===== src/pdc_pkg.sv =====
// package: constants shared by the pwm output disable control ends
package pdc_pkg;
	// clock and latency figures
	localparam int CLK_MHZ         = 50;
	localparam int SHORT_MAX_CYC   = 4;
	localparam int SWDIS_MAX_CYC   = 3;
	localparam int CMP_MAX_CYC     = 7;
	localparam int OSC_OFF_US      = 10;
	localparam int OSC_OFF_CYC     = OSC_OFF_US * CLK_MHZ;
	localparam int OSC_FLAG_MS     = 1;
	localparam int OSC_FLAG_CYC    = OSC_FLAG_MS * 1000 * CLK_MHZ;
	// oscillator watchdog: cycles without a toggle before a stop is declared
	localparam logic [7:0] OSC_TIMEOUT = 8'h40;

	// register offsets (byte addresses)
	localparam logic [7:0] OFF_CTRL   = 8'h00;
	localparam logic [7:0] OFF_STATUS = 8'h04;
	localparam logic [7:0] OFF_MASK   = 8'h08;
	localparam logic [7:0] OFF_MON    = 8'h0C;

	// status and mask bit positions
	localparam int BIT_SHORT   = 0;
	localparam int BIT_CMP     = 1;
	localparam int BIT_CLKGEN  = 2;
	localparam int BIT_OSC     = 3;
	localparam int NUM_FLAGS   = 4;
	// control bit position
	localparam int BIT_SWDIS   = 0;

	// reset values
	localparam logic [3:0] MASK_RST   = 4'hF;
	localparam logic [3:0] STATUS_RST = 4'h0;
endpackage


===== src/pdc_if.sv =====
// interface: link between the pwm timer side and the disable controller
`timescale 1ns/1ps
interface pdc_if;
	logic [5:0] pwm_out;     // timer drive: {3inv,3,2inv,2,1inv,1}
	logic [5:0] pwm_pin;     // pin level seen (drive or released)
	logic       pwm_hiz;     // outputs forced to high impedance
	logic       cmp_out;     // comparator output, non inverted
	logic       osc_clk_tog; // main oscillator activity toggle

	modport device (input pwm_out, input cmp_out, input osc_clk_tog,
		output pwm_pin, output pwm_hiz);
	modport timer (output pwm_out, output cmp_out, output osc_clk_tog,
		input pwm_pin, input pwm_hiz);
endinterface


===== src/pdc_device.sv =====
// module: pwm output disable controller with apb register file
`timescale 1ns/1ps
module pdc_device
	import pdc_pkg::*;
(
	// clock and reset
	input  wire logic        pclk,
	input  wire logic        presetn,
	// apb slave
	input  wire logic        psel,
	input  wire logic        penable,
	input  wire logic        pwrite,
	input  wire logic [7:0]  paddr,
	input  wire logic [31:0] pwdata,
	output logic [31:0]      prdata,
	output logic             pready,
	output logic             pslverr,
	// events
	output logic             irq,
	output logic             nmi,
	// link
	pdc_if.device            lnk
);
	import pdc_pkg::*;

	// ********************************
	// state
	// ********************************
	logic [3:0] status_q;
	logic [3:0] mask_q;
	logic       swdis_q;
	logic       short_q;
	logic       cmp_q;
	logic       cmp_prev_q;
	logic       tog_q;
	logic [7:0] osc_cnt_q;
	logic       osc_stop_q;
	logic       hiz_q;
	logic [3:0] set_ev;
	logic       wr_en;
	logic       rd_en;
	logic       short_now;

	assign wr_en = psel && penable && pwrite;
	assign rd_en = psel && penable && !pwrite;

	// ********************************
	// detection
	// ********************************
	// pair short: both sides low in the same cycle
	assign short_now = (~lnk.pwm_out[0] & ~lnk.pwm_out[1]) |
		(~lnk.pwm_out[2] & ~lnk.pwm_out[3]) |
		(~lnk.pwm_out[4] & ~lnk.pwm_out[5]);

	// register the pair short result and the comparator level
	always_ff @(posedge pclk or negedge presetn) begin
		if (!presetn) begin
			short_q    <= 1'b0;
			cmp_q      <= 1'b0;
			cmp_prev_q <= 1'b0;
		end else begin
			short_q    <= short_now;
			cmp_q      <= lnk.cmp_out;
			cmp_prev_q <= cmp_q;
		end
	end

	// oscillator watchdog: no toggle for a while means stopped;
	// timeout far below the ten microsecond bound
	always_ff @(posedge pclk or negedge presetn) begin
		if (!presetn) begin
			tog_q      <= 1'b0;
			osc_cnt_q  <= 8'h00;
			osc_stop_q <= 1'b0;
		end else begin
			tog_q <= lnk.osc_clk_tog;
			if (tog_q != lnk.osc_clk_tog) begin
				osc_cnt_q  <= 8'h00;
				osc_stop_q <= 1'b0;
			end else if (osc_cnt_q == OSC_TIMEOUT) begin
				osc_stop_q <= 1'b1;
			end else begin
				osc_cnt_q <= osc_cnt_q + 8'h01;
			end
		end
	end

	// ********************************
	// sticky flags
	// ********************************
	always_comb begin
		set_ev              = 4'h0;
		set_ev[BIT_SHORT]   = short_q;
		set_ev[BIT_CMP]     = cmp_q & ~cmp_prev_q;
		set_ev[BIT_CLKGEN]  = osc_stop_q & hiz_q;
		set_ev[BIT_OSC]     = osc_stop_q & hiz_q;
	end

	// set wins over write-one-to-clear; flags persist until cleared
	always_ff @(posedge pclk or negedge presetn) begin
		if (!presetn) begin
			status_q <= STATUS_RST;
		end else if (wr_en && paddr == OFF_STATUS) begin
			status_q <= (status_q & ~pwdata[3:0]) | set_ev;
		end else begin
			status_q <= status_q | set_ev;
		end
	end

	// control and mask registers
	always_ff @(posedge pclk or negedge presetn) begin
		if (!presetn) begin
			swdis_q <= 1'b0;
			mask_q  <= MASK_RST;
		end else if (wr_en) begin
			if (paddr == OFF_CTRL) begin
				swdis_q <= pwdata[BIT_SWDIS];
			end
			if (paddr == OFF_MASK) begin
				mask_q <= pwdata[3:0];
			end
		end
	end

	// ********************************
	// output gating
	// ********************************
	// one register stage keeps every source inside its latency bound;
	// the oscillator stop gates directly so flags follow the pin change
	always_ff @(posedge pclk or negedge presetn) begin
		if (!presetn) begin
			hiz_q <= 1'b0;
		end else begin
			hiz_q <= swdis_q | (|status_q) | set_ev[BIT_SHORT] |
				set_ev[BIT_CMP] | osc_stop_q;
		end
	end

	assign lnk.pwm_hiz = hiz_q;
	assign lnk.pwm_pin = hiz_q ? 6'h3F : lnk.pwm_out; // released pins idle high

	// ********************************
	// interrupts
	// ********************************
	// mask bit 1 enables; level held while flag set
	assign irq = |(status_q[BIT_CMP:BIT_SHORT] & mask_q[BIT_CMP:BIT_SHORT]);
	assign nmi = status_q[BIT_OSC];

	// ********************************
	// apb read
	// ********************************
	always_ff @(posedge pclk or negedge presetn) begin
		if (!presetn) begin
			prdata <= 32'h0000_0000;
		end else if (psel && !penable && !pwrite) begin
			unique case (paddr)
				OFF_CTRL:   prdata <= {31'h0, swdis_q};
				OFF_STATUS: prdata <= {28'h0, status_q};
				OFF_MASK:   prdata <= {28'h0, mask_q};
				OFF_MON:    prdata <= {30'h0, hiz_q, cmp_q};
				default:    prdata <= 32'h0000_0000;
			endcase
		end
	end

	assign pready  = 1'b1;
	assign pslverr = (rd_en || wr_en) && paddr != OFF_CTRL &&
		paddr != OFF_STATUS && paddr != OFF_MASK && paddr != OFF_MON;
endmodule


===== src/flat_wrapper.sv =====
// flat-port wrapper written by rule: the top's interface ports become plain ports
module pdc_device_flat import pdc_pkg::*;
  (pclk, presetn, psel, penable, pwrite, paddr, pwdata, prdata, pready, pslverr, irq, nmi, lnk_pwm_out, lnk_cmp_out, lnk_osc_clk_tog, lnk_pwm_pin, lnk_pwm_hiz);
  pdc_if lnk_i ();
  input  wire logic pclk;
  input  wire logic presetn;
  input  wire logic psel;
  input  wire logic penable;
  input  wire logic pwrite;
  input  wire logic [7:0] paddr;
  input  wire logic [31:0] pwdata;
  output logic [31:0] prdata;
  output logic pready;
  output logic pslverr;
  output logic irq;
  output logic nmi;
  input wire logic [$bits(lnk_i.pwm_out)-1:0] lnk_pwm_out;
  input wire logic [$bits(lnk_i.cmp_out)-1:0] lnk_cmp_out;
  input wire logic [$bits(lnk_i.osc_clk_tog)-1:0] lnk_osc_clk_tog;
  output wire logic [$bits(lnk_i.pwm_pin)-1:0] lnk_pwm_pin;
  output wire logic [$bits(lnk_i.pwm_hiz)-1:0] lnk_pwm_hiz;
  assign lnk_i.pwm_out = lnk_pwm_out;
  assign lnk_i.cmp_out = lnk_cmp_out;
  assign lnk_i.osc_clk_tog = lnk_osc_clk_tog;
  assign lnk_pwm_pin = lnk_i.pwm_pin;
  assign lnk_pwm_hiz = lnk_i.pwm_hiz;
  pdc_device u_core (.pclk(pclk), .presetn(presetn), .psel(psel), .penable(penable), .pwrite(pwrite), .paddr(paddr), .pwdata(pwdata), .prdata(prdata), .pready(pready), .pslverr(pslverr), .irq(irq), .nmi(nmi), .lnk(lnk_i));
endmodule

===== config.mk =====
export PLATFORM = sky130hd
export DESIGN_NAME = pdc_device_flat
export DESIGN_NICKNAME = d
export VERILOG_FILES = /design/src/pdc_pkg.sv /design/src/pdc_if.sv /design/src/pdc_device.sv /design/src/flat_wrapper.sv
export SDC_FILE = /design/constraint.sdc
export NUM_CORES = 1
export LEC_CHECK = 0
export BUFFER_PORTS_ARGS = -buffer_cell sky130_fd_sc_hd__buf_2
export CORE_MARGIN = 4
export CORE_UTILIZATION = 46
export CTS_CLUSTER_SIZE = 12
export DETAILED_ROUTE_END_ITERATION = 10
export HOLD_SLACK_MARGIN = 0.02
export PLACE_DENSITY = 0.85
export SETUP_SLACK_MARGIN = 0.5
export SYNTH_ARGS = -nofsm -noshare
export SYNTH_HDL_FRONTEND = slang
export SYNTH_SLANG_ARGS = --single-unit
export TNS_END_PERCENT = 5

===== constraint.sdc =====
create_clock -name pclk -period 3.8 [get_ports pclk]
set_input_delay 0.38 -clock pclk [delete_from_list [all_inputs] [get_ports pclk]]
set_output_delay 0.38 -clock pclk [all_outputs]
set_load 0.01 [all_outputs]

; ---- Yosys cells after proc, flatten, opt, wreduce, memory -nomap -nowiden
; Index checks and enable logic that the tools add are counted.
; W data, S select, Z words.
[word_totals]
output_inout_bits = 43
in_bits = 53
wordCells = 71
ff_bits = 55
[classes]
add_sub_neg = 1
reduce_logical = 20
n_eq_ne = 9
bitwise = 23
n_mux = 7
[op_table]
columns = cell, count
row1 = $eq A8 B4 Y1 const B, 2
row2 = $mux W8, 2
row3 = $ne A8 B4 Y1 const B, 2
row4 = $pmux W4 S4, 1
row5 = $logic_and A1 B1 Y1, 10
row6 = $add A8 B1 Y8 const B, 1
row7 = $eq A8 B3 Y1 const B, 1
row8 = $eq A8 B7 Y1 const B, 1
row9 = $logic_not A8 Y1, 1
row10 = $ne A8 B3 Y1 const B, 1
row11 = $or A4 B4 Y4, 2
row12 = $reduce_bool A8 Y1, 1
row13 = $not A1 Y1, 7
row14 = $mux W6, 1
row15 = $or A1 B1 Y1, 6
row16 = $and A1 B1 Y1, 5
row17 = $and A4 B4 Y4, 1
row18 = $mux W4, 1
row19 = $not A4 Y4, 1
row20 = $reduce_and A2 Y1, 2
row21 = $reduce_or A4 Y1, 1
row22 = $and A2 B2 Y2, 1
row23 = $logic_not A1 Y1, 2
row24 = $mux W1, 2
row25 = other kinds (5), 5

; ---- Longest topological paths before layout
; Gate-level depths: netlist (run 1).
[depth]
word_depth = 7
mapped_depth = 5
ltp_nobuf = 5

; ---- Worst setup path before layout (run 1)
; Ideal clock, no wire load.
[synth_path]
path_type = input port to output port
startpoint = input paddr[5]
endpoint = output pslverr
required_time_ns = 3.420
arrival_ns = 1.455
path_slack_ns = 1.965
stages = 3
n_path_buf = 0
cell_sequence = or4_4 or2_2 and3_1
[synth_via]
elab_chain_len = 5
word_cells_on_any_way = 8
cone_classes = eq/ne (3) / reduce/logical (5)
[synth_rtl]
columns = item, line
row1 = from (decl), flat_wrapper.sv:10  ; input wire logic [7:0] paddr;
row2 = $reduce_bool A8 Y1, pdc_device.sv:167  ; assign pslverr = (rd_en || wr_en) && paddr != OFF_CTRL &&
row3 = $logic_and A1 B1 Y1 (2 in series), pdc_device.sv:167
row4 = $logic_and A1 B1 Y1, pdc_device.sv:168  ; paddr != OFF_STATUS && paddr != OFF_MASK && paddr != OFF_MON;
row5 = $logic_and A1 B1 Y1 (*), pdc_device.sv:168
row6 = to (decl), flat_wrapper.sv:14  ; output logic pslverr;
; Every way passes the cells marked *; elsewhere a longest branch is shown, timed or not.

; ---- Worst setup path after layout (run 1)
; Ends and elaborated chain as after synthesis.

==> flow_results.org, run 1 <==
** Die
- For this configuration, the core starts out at a cell density of 49.4%.
- The total area inside the core boundary comes to 3150 sq um.
- Row cnt :: 20
- From bottom edge to top edge, the die measures 66.2 um.
- Top-Level Pins :: 96
- Die Outline Area :: 4380 sq um
- The floorplan step set the die width to 66.2 um.

** Worst setup path
- The worst setup path is launched from an input port.
- Worst Setup EP :: pslverr
- Cell chain of the critical path :: buf_2, or4_4, or2_2, and3_1, buf_2
- Maximum fanout along the worst path :: 5
- Depth of the worst register-to-register path :: 5
- Tracing the worst setup path back leads to its startpoint at paddr[5].
- Startpoint of the worst-slack reg-to-reg timing path :: u_core.osc_cnt_q[0]$_DFFE_PN0P_
- Master of the slowest instance on the critical path :: sky130_fd_sc_hd__or4_4
- Data on the critical path is required at its endpoint by 3.42 ns.
- Setup slack on the worst reg-to-reg path comes out at 2.16 ns.
- CP Data Arrival Time :: 1.69 ns
- Counting stages on the worst path, the most repeated cell is sky130_fd_sc_hd__buf_2.
- The critical path is of the input port to output pin type.
- For this run, the slowest stage of the critical path takes 0.57 ns.
- STA classifies the critical path endpoint as an output pin.
- The endpoint identified for the worst register-to-register timing path is u_core.osc_cnt_q[0]$_DFFE_PN0P_.

** Clock tree
- In this run the number of H-tree levels came out at 1.
- The root buffer cell chosen for the clock tree is sky130_fd_sc_hd__clkbuf_4.
- The longest clock path from root to sink contains 2 buffers.
- Hold buffer count at CTS :: 0
- Insertion delay to the later sink of the worst-skew pair :: 0.33 ns
- Post-CTS timing repair inserted 0 buffers for setup.
- Counting the buffers created by CTS gives 3.
- Gates resized during post-CTS repair numbered 0.
- CTS tree :: built
- Clock sink count :: 27
- After clock tree synthesis, the clock-pin slew on the worst setup and hold paths is 0.14 ns.

** Synth
- Proportion of synthesized chip area in sequential cells :: 43.7%
- Post-synthesis instance total :: 154
- Dominant cell type by area after synthesis :: sky130_fd_sc_hd__dfrtp_1
- The number of different library cells used by synthesis comes to 35.
- Average instance area after synthesis :: 10.1 sq um
- Yosys warning count :: 0
- Commonest cells post-synth :: 29 x sky130_fd_sc_hd__buf_4, 23 x sky130_fd_sc_hd__dfrtp_1, 9 x sky130_fd_sc_hd__a21oi_1, 8 x sky130_fd_sc_hd__or2_2
- The top cell type by area accounts for 36.9% of the synthesized area.
- For this run, the leading register cell type out of synthesis is sky130_fd_sc_hd__dfrtp_1.
- Number of flops mapped to enable cells by yosys :: 0
- After synthesis, the share of flip-flops with an asynchronous set or reset is 100%.
- Among all cell types in the netlist, the one instantiated most often is sky130_fd_sc_hd__buf_4.
- Number of register bits inferred by synthesis :: 27
- In the post-synthesis netlist, the biggest area contributors are sky130_fd_sc_hd__dfrtp_1 37%, sky130_fd_sc_hd__buf_4 14%, sky130_fd_sc_hd__dfstp_2 6.7%, sky130_fd_sc_hd__mux2_2 4.3%, sky130_fd_sc_hd__or2_2 3.2%.
- The mapped netlist covers 1560 sq um.

** Pwr
- The share of total power dissipated in combinational logic is 14.5%.
- Sequential cells account for 61.1% of the total power.
- Net switching power figure :: 140 uW
- In this run the static leakage power is 0.773 nW.
- PD cells :: 295 nW/um^2
- VDD IR max :: 156 uV
- Clock group share of total power :: 24.5%
- Pint :: 364 uW
- In this run switching power makes up 27.8% of total power.
- Tot Pwr :: 504 uW

** Global route
- Across every metal layer, demand over resource in global routing totals 14.2%.
- Wire length of the first global-routing pass :: 4.78 mm
- Antenna violations before repair :: 0
- Number of global-route vias before repair :: 1096
- Overall overflow remaining after global route :: 0
- Largest net degree at the start of global routing :: 28

** Place
- The placed instances occupy a cell area of 1680 sq um.
- In this run the tool buffered the top-level ports with 38 buffer cells.
- Detailed placement finished with a half-perimeter wire length of 2.35 mm.
- Last weighted congestion value of the routability-driven placer :: 0.819
- Pre-CTS setup slack :: 1.73 ns

** Drt
- In this run, the number of DRC markers left after iteration 0 of detailed routing was 25.
- Final routed wire length divided by cell count :: 12.3 um
- For this run, design rule violations remaining after detail routing come to 0.
- First-pass DRT Iterations :: 4
- After detailed routing, the number of vias per cell comes to 4.93.
- After detailed routing, the total wire length is 2.91 mm.
- Final antenna-violating net count :: 0
- Total vias in the final route :: 1163

** Final layout
- Fill cells in the final layout number 308.
- The finished cells cover 1710 sq um.
- The repair_antennas step left the layout with diodes totalling 0.
- Of the cells placed in the final design, the portion with a size suffix greater than 1 is 33.3%.
- In the final layout, the multi-input gates occupy 739 sq um.
- Synth-to-Final Area Change :: 9.55%
- After the last flow step, the layout net total stands at 248.
- Area taken by flip-flops and latches :: 681 sq um

** Timing
- Based on the critical path, the design can be clocked at up to 484 MHz.
- Setup total negative slack on the finished layout was measured at 0 ns.
- At the pin with the least slew margin, the transition time is 0.752 ns.
- RSZ-0062 raised after global routing :: no
- Across the routed clock network, the largest skew measured is 0.00189 ns.
- The smallest clock period supported by the final layout is computed as 2.07 ns.
- Max_slew headroom :: 49.4%
- The final count of hold timing violations came to 0.
- Post-route setup slack :: 1.73 ns
- The final-report max-slew violation count came to 0.
- After layout, the worst path uses 54.4% of the clock period.
- Final worst hold slack :: 0.0265 ns
- Count of final setup violators :: 0

** Worst hold path
- The tightest min-delay check is of the input port to async pin type.

** Status
- The flow ran to the end, and the final reports show no timing, DRC or antenna violations.

** Run
- Max-cap violations in this run came to 0.
[area by class of cell]
| type | count | area share [%] |
|---|---|---|
| timing repair buffer | 38 | 11.1 |
| tap | 44 | 3.22 |
| sequential | 27 | 39.9 |
| inverter | 4 | 0.879 |
| clock inverter | 1 | 0.293 |
| multi-input combinational | 119 | 43.3 |
| clock buffer | 3 | 1.32 |
[routing by layer]
metal	global-route usage [%]	wire length [um]	up-vias
met4	7.61	68	0
li1	-	-	566
met3	2.38	193	5
met1	18.5	1250	545
met5	0	0	-
met2	22.2	1390	47
[critical path: cells and delay by family]
family        cells  cell delay (ns)
simple gates      3             1.07
buf+inv           2             0.23
[how the worst min path moves through the flow]
| stage | end | slack [ns] | cells after the start |
|---|---|---|---|
| 2_1_floorplan | u_core.cmp_prev_q$_DFF_PN0_ | 0.08 | 0 |
| 3_5_place_dp | u_core.osc_cnt_q[3]$_DFFE_PN0P_ | 0.41 | 1 |
| 5_1_grt | u_core.osc_cnt_q[3]$_DFFE_PN0P_ | 0.06 | 1 |
| 6_report | u_core.osc_cnt_q[3]$_DFFE_PN0P_ | 0.03 | 1 |
| 3_3_place_gp | u_core.osc_cnt_q[2]$_DFFE_PN0P_ | 0.41 | 1 |
| 4_1_cts | u_core.cmp_q$_DFF_PN0_ | 0.04 | 1 |
[kinds of logic (layout without fill, tap and decap cells)]
kind of cell | after synthesis | after routing | synth area share [%]
muxes | 7 | 7 | 5.78
xor gates and xnor gates | 3 | 3 | 1.69
buffers and inverters | 35 | 46 | 15.4
DFF | 27 | 27 | 43.7
and+or+nand+nor | 50 | 50 | 20.1
AOI/OAI and AO/OA | 28 | 28 | 11.3
adders and majority gates | 2 | 2 | 1.60
other | 2 | 29 | 0.482
[registers in the layout, indices dropped and copies added, names as in the netlist]
name and cells:
u_core.short_q 1, u_core.swdis_q 1, u_core.prdata 4, u_core.cmp_prev_q 1
u_core.lnk.pwm_hiz 1, u_core.status_q 4, u_core.tog_q 1, u_core.osc_cnt_q 8
u_core.mask_q 4, u_core.osc_stop_q 1, u_core.cmp_q 1
[power groups by stage]
| stage | Sequential, mW | Combinational, mW | Clock [mW] |
|---|---|---|---|
| 2_1_floorplan | 0.310 | 0.0660 | 0 |
| 3_3_place_gp | 0.312 | 0.0707 | 0 |
| 3_5_place_dp | 0.313 | 0.0727 | 0 |
| 4_1_cts | 0.307 | 0.0729 | 0.130 |
| 5_1_grt | 0.309 | 0.0841 | 0.141 |
| 6_report | 0.308 | 0.0730 | 0.123 |
[through the flow]
stage          instances  utilization [%]
2_1_floorplan        181                -
3_3_place_gp         232             53.3
3_5_place_dp         232             53.3
4_1_cts              236             54.2
5_1_grt              236             54.2
6_report             236             54.2
[cells in the final DEF (no fill, tap or decap), types with 4 or more instances in the layout]
| cell | n |
|---|---|
| sky130_fd_sc_hd__a21oi_1 | 9 |
| sky130_fd_sc_hd__a22o_1 | 4 |
| sky130_fd_sc_hd__a31oi_1 | 4 |
| sky130_fd_sc_hd__buf_2 | 38 |
| sky130_fd_sc_hd__conb_1 | 29 |
| sky130_fd_sc_hd__dfrtp_1 | 23 |
| sky130_fd_sc_hd__dfstp_2 | 4 |
| sky130_fd_sc_hd__inv_1 | 4 |
| sky130_fd_sc_hd__mux2_2 | 6 |
| sky130_fd_sc_hd__nand2_1 | 6 |
| sky130_fd_sc_hd__nand3_1 | 5 |
| sky130_fd_sc_hd__nor2_1 | 4 |
| sky130_fd_sc_hd__nor2b_1 | 4 |
| sky130_fd_sc_hd__nor3_1 | 5 |
| sky130_fd_sc_hd__o21ai_0 | 5 |
| sky130_fd_sc_hd__or2_2 | 8 |
(Power assumes the default switching activity.)
==> run 2, diff against run 1 <==
--- a/config.mk
+++ b/config.mk
@@ -7,11 +7,11 @@
 export LEC_CHECK = 0
 export BUFFER_PORTS_ARGS = -buffer_cell sky130_fd_sc_hd__buf_2
 export CORE_MARGIN = 4
-export CORE_UTILIZATION = 46
+export CORE_UTILIZATION = 39
 export CTS_CLUSTER_SIZE = 12
 export DETAILED_ROUTE_END_ITERATION = 10
 export HOLD_SLACK_MARGIN = 0.02
-export PLACE_DENSITY = 0.85
+export PLACE_DENSITY = 0.77
 export SETUP_SLACK_MARGIN = 0.5
 export SYNTH_ARGS = -nofsm -noshare
 export SYNTH_HDL_FRONTEND = slang
==> constraint.sdc (replaced) <==
create_clock -name pclk -period 1.7 [get_ports pclk]
set_input_delay 0.17 -clock pclk [delete_from_list [all_inputs] [get_ports pclk]]
set_output_delay 0.17 -clock pclk [all_outputs]
set_load 0.01 [all_outputs]
==> run 2 against run 1 <==
Global-route usage shrank 2.7 points. Clock skew grew 0.0016 ns. Routed wire length grew 2.8%. Die area grew 16%. Critical endpoint unchanged. Highest routed layer unchanged.
==> flow_results.org, run 2 (same netlist as run 1, synthesis figures left out) <==
** Status
- The run finished with clean final reports.

** Worst setup path
- Worst setup EP type :: output pin
- The number of cells on the worst reg-to-reg path was 5 (unchanged).
- The critical path is of the input port to output pin type.
- Worst reg2reg endpoint :: u_core.osc_cnt_q[1]$_DFFE_PN0P_
- STA classifies the critical path startpoint as an input port.
- The largest fanout of any net on the critical path is 2 (-3).
- Required time at the worst-slack endpoint :: 1.53 ns (-1.89 ns)
- The data arrival time at the worst-slack endpoint was 1.31 ns (-0.38 ns).
- The startpoint identified for the worst register-to-register timing path is u_core.osc_cnt_q[0]$_DFFE_PN0P_.
- Worst reg2reg setup slack :: 0.32 ns (-1.84 ns)

** Place
- Number of cells in the design after placement :: 239 (+3.0%)
- Number of buffer cells added on primary ports :: 38 (unchanged)
- Total half-perimeter wirelength after legalization and detailed placement :: 2.30 mm (-2.2%)
- Last weighted congestion value of the routability-driven placer :: 0.779 (-4.8%)
- Cell area reported after detailed placement :: 1710 sq um (+1.6%)
- Pre-CTS setup slack :: 0.0547 ns (-1.67 ns)

** Global route
- The maximum number of pins on one net before global-route repair was 28 (unchanged).
- Number of global-route vias before repair :: 1102 (+0.55%)
- Gr usage total :: 11.5% (-2.7 points)
- The final global-route overflow total is 0 (unchanged).
- The number of antenna violations at the first check in global routing came to 0 (unchanged).
- Wire length of the first global-routing pass :: 4.73 mm (-1.0%)

** Drt
- The number of vias in the routed layout was 1195 (+2.8%).
- The number of search-and-repair iterations in the first detailed-routing pass was 4 (unchanged).
- The amount of wire on met3 after detailed routing is 250 um (+30%).
- The via density per instance came to 4.82 (-2.2%).
- The detailed-route DRC error count came to 0 (unchanged).
- Highest signal layer in the routed design :: met4
- The count of nets left with antenna violations after detail routing came to 0 (unchanged).
- The routed metal-1 wirelength came to 1.27 mm (+1.4%).
- Initial drt markers :: 49 (+96%)
- Total wirelength of the detailed-routed design :: 2.99 mm (+2.8%)
- The final routed wire length divided by cell count came to 12.0 um (-2.2%).
- Met2 WL post-DR :: 1.40 mm (+0.43%)

** Final layout
- The area taken by multi-input logic gates came to 762 sq um (+3.0%).
- Diode count :: 0 (unchanged)
- The fraction of final layout cells with drive strength greater than 1 came to 35.0% (+1.7 points).
- The post-route cell area came to 1830 sq um (+7.3%).
- Non-filler instance count after layout :: 248 (+5.1%)
- The count of nets after finishing was 256 (+3.2%).
- The area growth from synthesis to layout is 17.6%.
- The fill cell instance count of the final layout is 350 (+14%).
- The area of all sequential standard cells came to 681 sq um (unchanged).
- Most frequent standard cell in the layout excluding fill and tap cells :: sky130_fd_sc_hd__buf_2
- In the layout the commonest cells are 36 x sky130_fd_sc_hd__buf_2, 29 x sky130_fd_sc_hd__conb_1, 23 x sky130_fd_sc_hd__dfrtp_1, 9 x sky130_fd_sc_hd__a21oi_1, 7 x sky130_fd_sc_hd__or2_2.
- Counting flops per register, the top entry is u_core.osc_cnt_q.
- Number of flip-flops under the largest register name :: 8 (unchanged)

** Timing
- The headroom to the max-slew limit came to 61.7% (+12 points).
- Aggregate negative setup slack :: 0 ns (unchanged)
- The worst setup skew after layout was 0.00350 ns (+0.00161 ns).
- Of the available clock period, the critical path in the final layout requires 87.3%.
- Count of final setup violators :: 0 (unchanged)
- Slew at the pin closest to its max-slew limit :: 0.574 ns (-0.178 ns)
- The worst path needs 1.48 ns of the cycle, external delays included.
- Derived from the worst setup path, the maximum achievable clock frequency is 674 MHz.
- RSZ-0062 raised after global routing :: yes
- The final-report max-slew violation count was 0 (unchanged).
- Post-route setup slack :: 0.216 ns (-1.52 ns)
- The final count of hold timing violations is 0 (unchanged).

** Clock tree
- H-Tree Level Count :: 1 (unchanged)
- The number of buffers created by CTS came to 3 (unchanged).
- Cell at the root of the clock tree :: sky130_fd_sc_hd__clkbuf_8
- TritonCTS built the clock tree.
- The maximum clock insertion buffer count is 2 (unchanged).
- Clock sink count :: 27 (unchanged)
- The clock insertion delay at the later pin of the skew report is 0.27 ns (-0.06 ns).
- The clock-pin transition on the worst setup and hold timing paths came to 0.09 ns (-0.05 ns).

** Die
- Starting utilization of the core area :: 41.3% (-8.1 points)
- The standard-cell row count is 22 (+10%).
- Placeable core area :: 3770 sq um (+20%)
- Top-Level Pins :: 96 (unchanged)
- The die width was 71.2 um (+7.6%).
- The area of the die is 5070 sq um (+16%).
- Die Span Y :: 71.2 um (+7.6%)

** Pwr
- The power share of the clock group is 29.4% (+4.9 points).
- Net switching power figure :: 324 uW (+130%)
- The ratio of total power to cell area came to 673 nW/um^2 (+130%).
- Pint :: 909 uW (+150%)
- Relative contribution of combinational cells to total power :: 14.9% (+0.4 points)
- The leakage power figure was 0.821 nW (+6.1%).
- Power share of the sequential group :: 55.7% (-5.4 points)
- The maximum VDD drop is 263 uV (+69%).
- Proportion of total power due to net switching :: 26.3% (-1.5 points)

** Worst hold path
- Along the worst hold path, the cell count comes to 2.
- Hold Path Origin :: pwdata[3]
- Capture endpoint of the worst hold path :: u_core.status_q[3]$_DFF_PN0_
- The tightest min-delay check is of the input port to flop type.

** Run
- The max-cap check violation count came to 0 (unchanged).
==> run 2: metal layers <==
layer | track usage, % | vias up
li1 | - | 586
met1 | 14.5 | 550
met2 | 18.7 | 53
met3 | 1.96 | 6
met4 | 6.26 | 0
met5 | 0 | -
==> run 2: power groups by stage <==
stage,registers [mW],logic [mW],clock network (mW)
after floorplan,0.694,0.147,0
after global placement,0.698,0.163,0
after detailed placement,0.699,0.166,0
after CTS,0.686,0.177,0.375
after global routing,0.690,0.207,0.395
final,0.687,0.183,0.363
==> run 2: layout make-up <==
cell class / count / share of cell area [%]
sequential: 27 / 37.1
multi-input combinational: 119 / 41.6
tap: 48 / 3.28
clock buffer: 4 / 2.46
inverter: 4 / 0.819
timing repair buffer: 46 / 14.7
==> run 2: repair_timing <==
action | 4_1_cts | 5_1_grt
setup buffers | 2 | 0
endpoints found under the setup margin | 22 | 29
pin swaps | 2 | 1
endpoints found under the hold margin | 25 | 0
hold buffers | 3 | 0
resized for setup | 4 | 2
==> run 2: per-stage QoR <==
| stage | hold WS, ns | utilization (%) | power, mW |
|---|---|---|---|
| 3_3_place_gp | 0.202 | 45.3 | 0.861 |
| 2_1_floorplan | -0.126 | - | 0.841 |
| 3_5_place_dp | 0.201 | 45.3 | 0.865 |
| 6_report | 0.0831 | 48.6 | 1.23 |
| 5_1_grt | 0.0878 | 48.6 | 1.29 |
| 4_1_cts | 0.0793 | 48.2 | 1.24 |
==> run 2: worst max path at each step <==
stage	from	to	slack, ns	depth (start not counted)
4_1_cts	paddr[6]	pslverr	0.20	5
5_1_grt	u_core.osc_cnt_q[0]$_DFFE_PN0P_	u_core.osc_cnt_q[1]$_DFFE_PN0P_	0.19	5
2_1_floorplan	paddr[5]	u_core.mask_q[0]$_DFFE_PN1P_	0.22	3
3_5_place_dp	paddr[5]	pslverr	0.05	5
3_3_place_gp	paddr[5]	pslverr	0.06	5
6_report	paddr[6]	pslverr	0.22	5
==> run 2: critical path, cell delays in order <==
cell	delay, ns
sky130_fd_sc_hd__buf_6	0.09
sky130_fd_sc_hd__or4_4	0.52
sky130_fd_sc_hd__or2_4	0.24
sky130_fd_sc_hd__and3_4	0.18
sky130_fd_sc_hd__buf_6	0.11
==> run 3, diff against run 2 <==
--- a/config.mk
+++ b/config.mk
@@ -6,12 +6,14 @@
 export NUM_CORES = 1
 export LEC_CHECK = 0
 export BUFFER_PORTS_ARGS = -buffer_cell sky130_fd_sc_hd__buf_2
+export CELL_PAD_IN_SITES_DETAIL_PLACEMENT = 0
+export CELL_PAD_IN_SITES_GLOBAL_PLACEMENT = 1
 export CORE_MARGIN = 4
-export CORE_UTILIZATION = 39
+export CORE_UTILIZATION = 27
 export CTS_CLUSTER_SIZE = 12
 export DETAILED_ROUTE_END_ITERATION = 10
 export HOLD_SLACK_MARGIN = 0.02
-export PLACE_DENSITY = 0.77
+export PLACE_DENSITY_LB_ADDON = 0.1
 export SETUP_SLACK_MARGIN = 0.5
 export SYNTH_ARGS = -nofsm -noshare
 export SYNTH_HDL_FRONTEND = slang
==> run 3 against run 2 <==
Critical path depth unchanged. Clock skew increased by 0.00085 ns. Largest power group unchanged. Largest cell class unchanged. Via count increased by 0.75%. Critical endpoint unchanged. Setup slack got worse by 0.0097 ns. Count of clock-buffer cells in the layout unchanged. First-iteration DRC count decreased by 18%.
==> flow_results.org, run 3 (same netlist as run 1, synthesis figures left out) <==
** Die
- Die Span Y :: 84.0 um (+18%)
- The initial standard-cell utilization of the core is 28.1% (-13 points).
- Row cnt :: 27 (+23%)
- The area of the core region came to 5540 sq um (+47%).
- Top-Level Pins :: 96 (unchanged)
- The area of the die came to 7050 sq um (+39%).
- Chip width :: 84.0 um (+18%)

** Place
- The half-perimeter wire length after placement is 2.83 mm (+23%).
- Last weighted congestion value of the routability-driven placer :: 0.819 (+5.1%)
- The total placed instance area is 1750 sq um (+2.6%).
- Number of cells in the design after placement :: 265 (+11%)
- The number of input and output port buffers inserted was 38 (unchanged).

** Pwr
- The register share of total power is 55.2% (-0.5 points).
- The power share of the clock group is 29.0% (-0.4 points).
- The leakage power figure was 0.835 nW (+1.7%).
- Net switching power figure :: 329 uW (+1.4%)
- Relative contribution of combinational cells to total power :: 15.8% (+0.9 points)
- The ratio of total power to cell area is 656 nW/um^2 (-2.5%).
- Proportion of total power due to net switching :: 26.5% (+0.17 points)
- The internal power of the cells is 914 uW (+0.54%).
- The maximum VDD drop was 255 uV (-3.0%).

** Timing
- The final count of hold timing violations came to 0 (unchanged).
- Final Cycle Share :: 87.8% (+0.57 points)
- Final period demand of the worst path :: 1.49 ns (+0.00966 ns)
- Worst clock skew on the final layout :: 0.00435 ns (+0.000846 ns)
- Highest attainable clock frequency :: 670 MHz (-0.65%)
- The number of endpoints failing setup at the final stage is 0 (unchanged).
- Final Max Tran Viols :: 0 (unchanged)
- Setup repair after global routing could not meet its margin everywhere.
- Slew at the pin closest to its max-slew limit :: 0.629 ns (+0.0549 ns)
- Max_slew headroom :: 58.0% (-3.7 points)

** Drt
- Initial drt markers :: 40 (-18%)
- The via density per instance is 4.38 (-9.1%).
- Total wirelength of the detailed-routed design :: 3.50 mm (+17%)
- Final routed wire length divided by cell count :: 12.7 um (+5.7%)
- The count of nets left with antenna violations after detail routing is 0 (unchanged).
- Remaining design rule violation count :: 0 (unchanged)
- First-pass DRT Iterations :: 5 (+1)
- Total vias in the final route :: 1204 (+0.75%)

** Worst setup path
- Critical setup path kind :: input port to output pin
- Maximum fanout along the worst path :: 2 (unchanged)
- CP Data Arrival Time :: 1.32 ns (about the same)
- Worst setup EP type :: output pin
- Critical Path Source Type :: input port
- Required time at the worst-slack endpoint :: 1.53 ns (about the same)

** Final layout
- The fraction of final layout cells with drive strength greater than 1 came to 36.9% (+1.9 points).
- Final nets :: 259 (+1.2%)
- The number of standard cells in the layout, taps in and fillers out is 275 (+11%).
- The library cell used most frequently in the layout, excluding fill and tap cells, is sky130_fd_sc_hd__buf_2.
- Commonest cells after routing, fill and taps aside :: 36 x sky130_fd_sc_hd__buf_2, 29 x sky130_fd_sc_hd__conb_1, 23 x sky130_fd_sc_hd__dfrtp_1, 9 x sky130_fd_sc_hd__a21oi_1, 8 x sky130_fd_sc_hd__buf_4
- The post-route cell area was 1890 sq um (+3.3%).
- The number of flip-flops in the largest register is 8 (unchanged).
- Top register by number of flip-flops :: u_core.osc_cnt_q
- Compared with the post-synthesis result, the final layout area differs by 21.5%.
- The antenna diode count was 0 (unchanged).

** Global route
- Largest net degree at the start of global routing :: 28 (unchanged)
- The wire length of the first global-routing pass is 5.95 mm (+26%).
- Antenna violations before repair :: 0 (unchanged)
- The total routing resource utilization after global routing came to 10.2% (-1.3 points).
- Number of global-route vias before repair :: 1233 (+12%)
- Overall overflow remaining after global route :: 0 (unchanged)

** Clock tree
- The number of buffers created by CTS was 3 (unchanged).
- The cell sitting at the root of the clock tree is a sky130_fd_sc_hd__clkbuf_8.
- The number of levels in the clock H-tree is 1 (unchanged).
- The clock-pin transition on the worst setup and hold timing paths was 0.09 ns (about the same).
- CTS tree :: built
- Insertion delay to the later sink of the worst-skew pair :: 0.27 ns (about the same)
- Maximum count of clock buffers along a single path :: 2 (unchanged)
- Clock sink count :: 27 (unchanged)

** Worst hold path
- Class of the tightest hold or removal check :: input port to flop

** Status
- Result of the run :: finished, final reports clean

** Run
- Max cap viols :: 0 (unchanged)
[run 3: power by group through the flow]
stage	combinational [mW]	clock, mW	sequential, mW
detailed placement	0.173	0	0.699
finish	0.196	0.361	0.685
global placement	0.168	0	0.700
global route	0.219	0.417	0.689
floorplan	0.147	0	0.694
CTS	0.184	0.388	0.687
[run 3: path summary, 6_finish.rpt]
check / from / end / slack, ns / depth (start not counted)
max in group asynchronous: presetn / u_core.osc_cnt_q[5]$_DFFE_PN0P_ / 0.84 / 2
max: paddr[6] / pslverr / 0.21 / 5
min: lnk_pwm_out[2] / u_core.short_q$_DFF_PN0_ / 0.09 / 2
min reg2reg: u_core.cmp_q$_DFF_PN0_ / u_core.cmp_prev_q$_DFF_PN0_ / 0.43 / 0
max reg2reg: u_core.osc_cnt_q[0]$_DFFE_PN0P_ / u_core.osc_cnt_q[6]$_DFFE_PN0P_ / 0.28 / 5
min in group asynchronous: presetn / u_core.status_q[3]$_DFF_PN0_ / 0.45 / 2
[run 3: worst max-delay path, cell delays in order]
cell and delay (ns):
sky130_fd_sc_hd__buf_6 0.09, sky130_fd_sc_hd__or4_4 0.53, sky130_fd_sc_hd__or2_4 0.25, sky130_fd_sc_hd__and3_4 0.18, sky130_fd_sc_hd__buf_6 0.11
[run 3: repair_timing]
action	4_1_cts	5_1_grt
endpoints found under the hold margin	25	0
setup endpoints to repair	27	29
hold buffers	3	0
buffers inserted	2	1
pin swaps	3	3
gates resized for setup	4	4
[run 3: final cells by class]
type / instances / area (sq um)
clock buffer: 4 / 45.0
fill: 608 / 3650
inverter: 4 / 15.0
multi-input combinational: 119 / 771
sequential: 27 / 681
tap: 72 / 90.1
timing repair buffer: 49 / 293
[run 3: per-layer routing]
metal | vias to the layer above | GRT usage, % | part of all wire, %
li1 | 588 | - | -
met1 | 582 | 11.3 | 40
met2 | 32 | 19.2 | 53
met3 | 2 | 2.27 | 6.2
met4 | 0 | 3.07 | 0.43
met5 | - | 0 | 0
[run 3: stage by stage]
step	worst slack [ns]	power, mW	utilization, %	TNS (ns)	hold WS [ns]
final	0.207	1.24	34.2	0	0.0880
after global routing	0.182	1.33	34.2	0	0.0828
after CTS	0.190	1.26	33.6	0	0.0815
after detailed placement	-0.0274	0.872	31.6	-0.0908	0.225
after global placement	-0.0218	0.868	31.6	-0.0731	0.215
after floorplan	0.222	0.841	-	0	-0.126
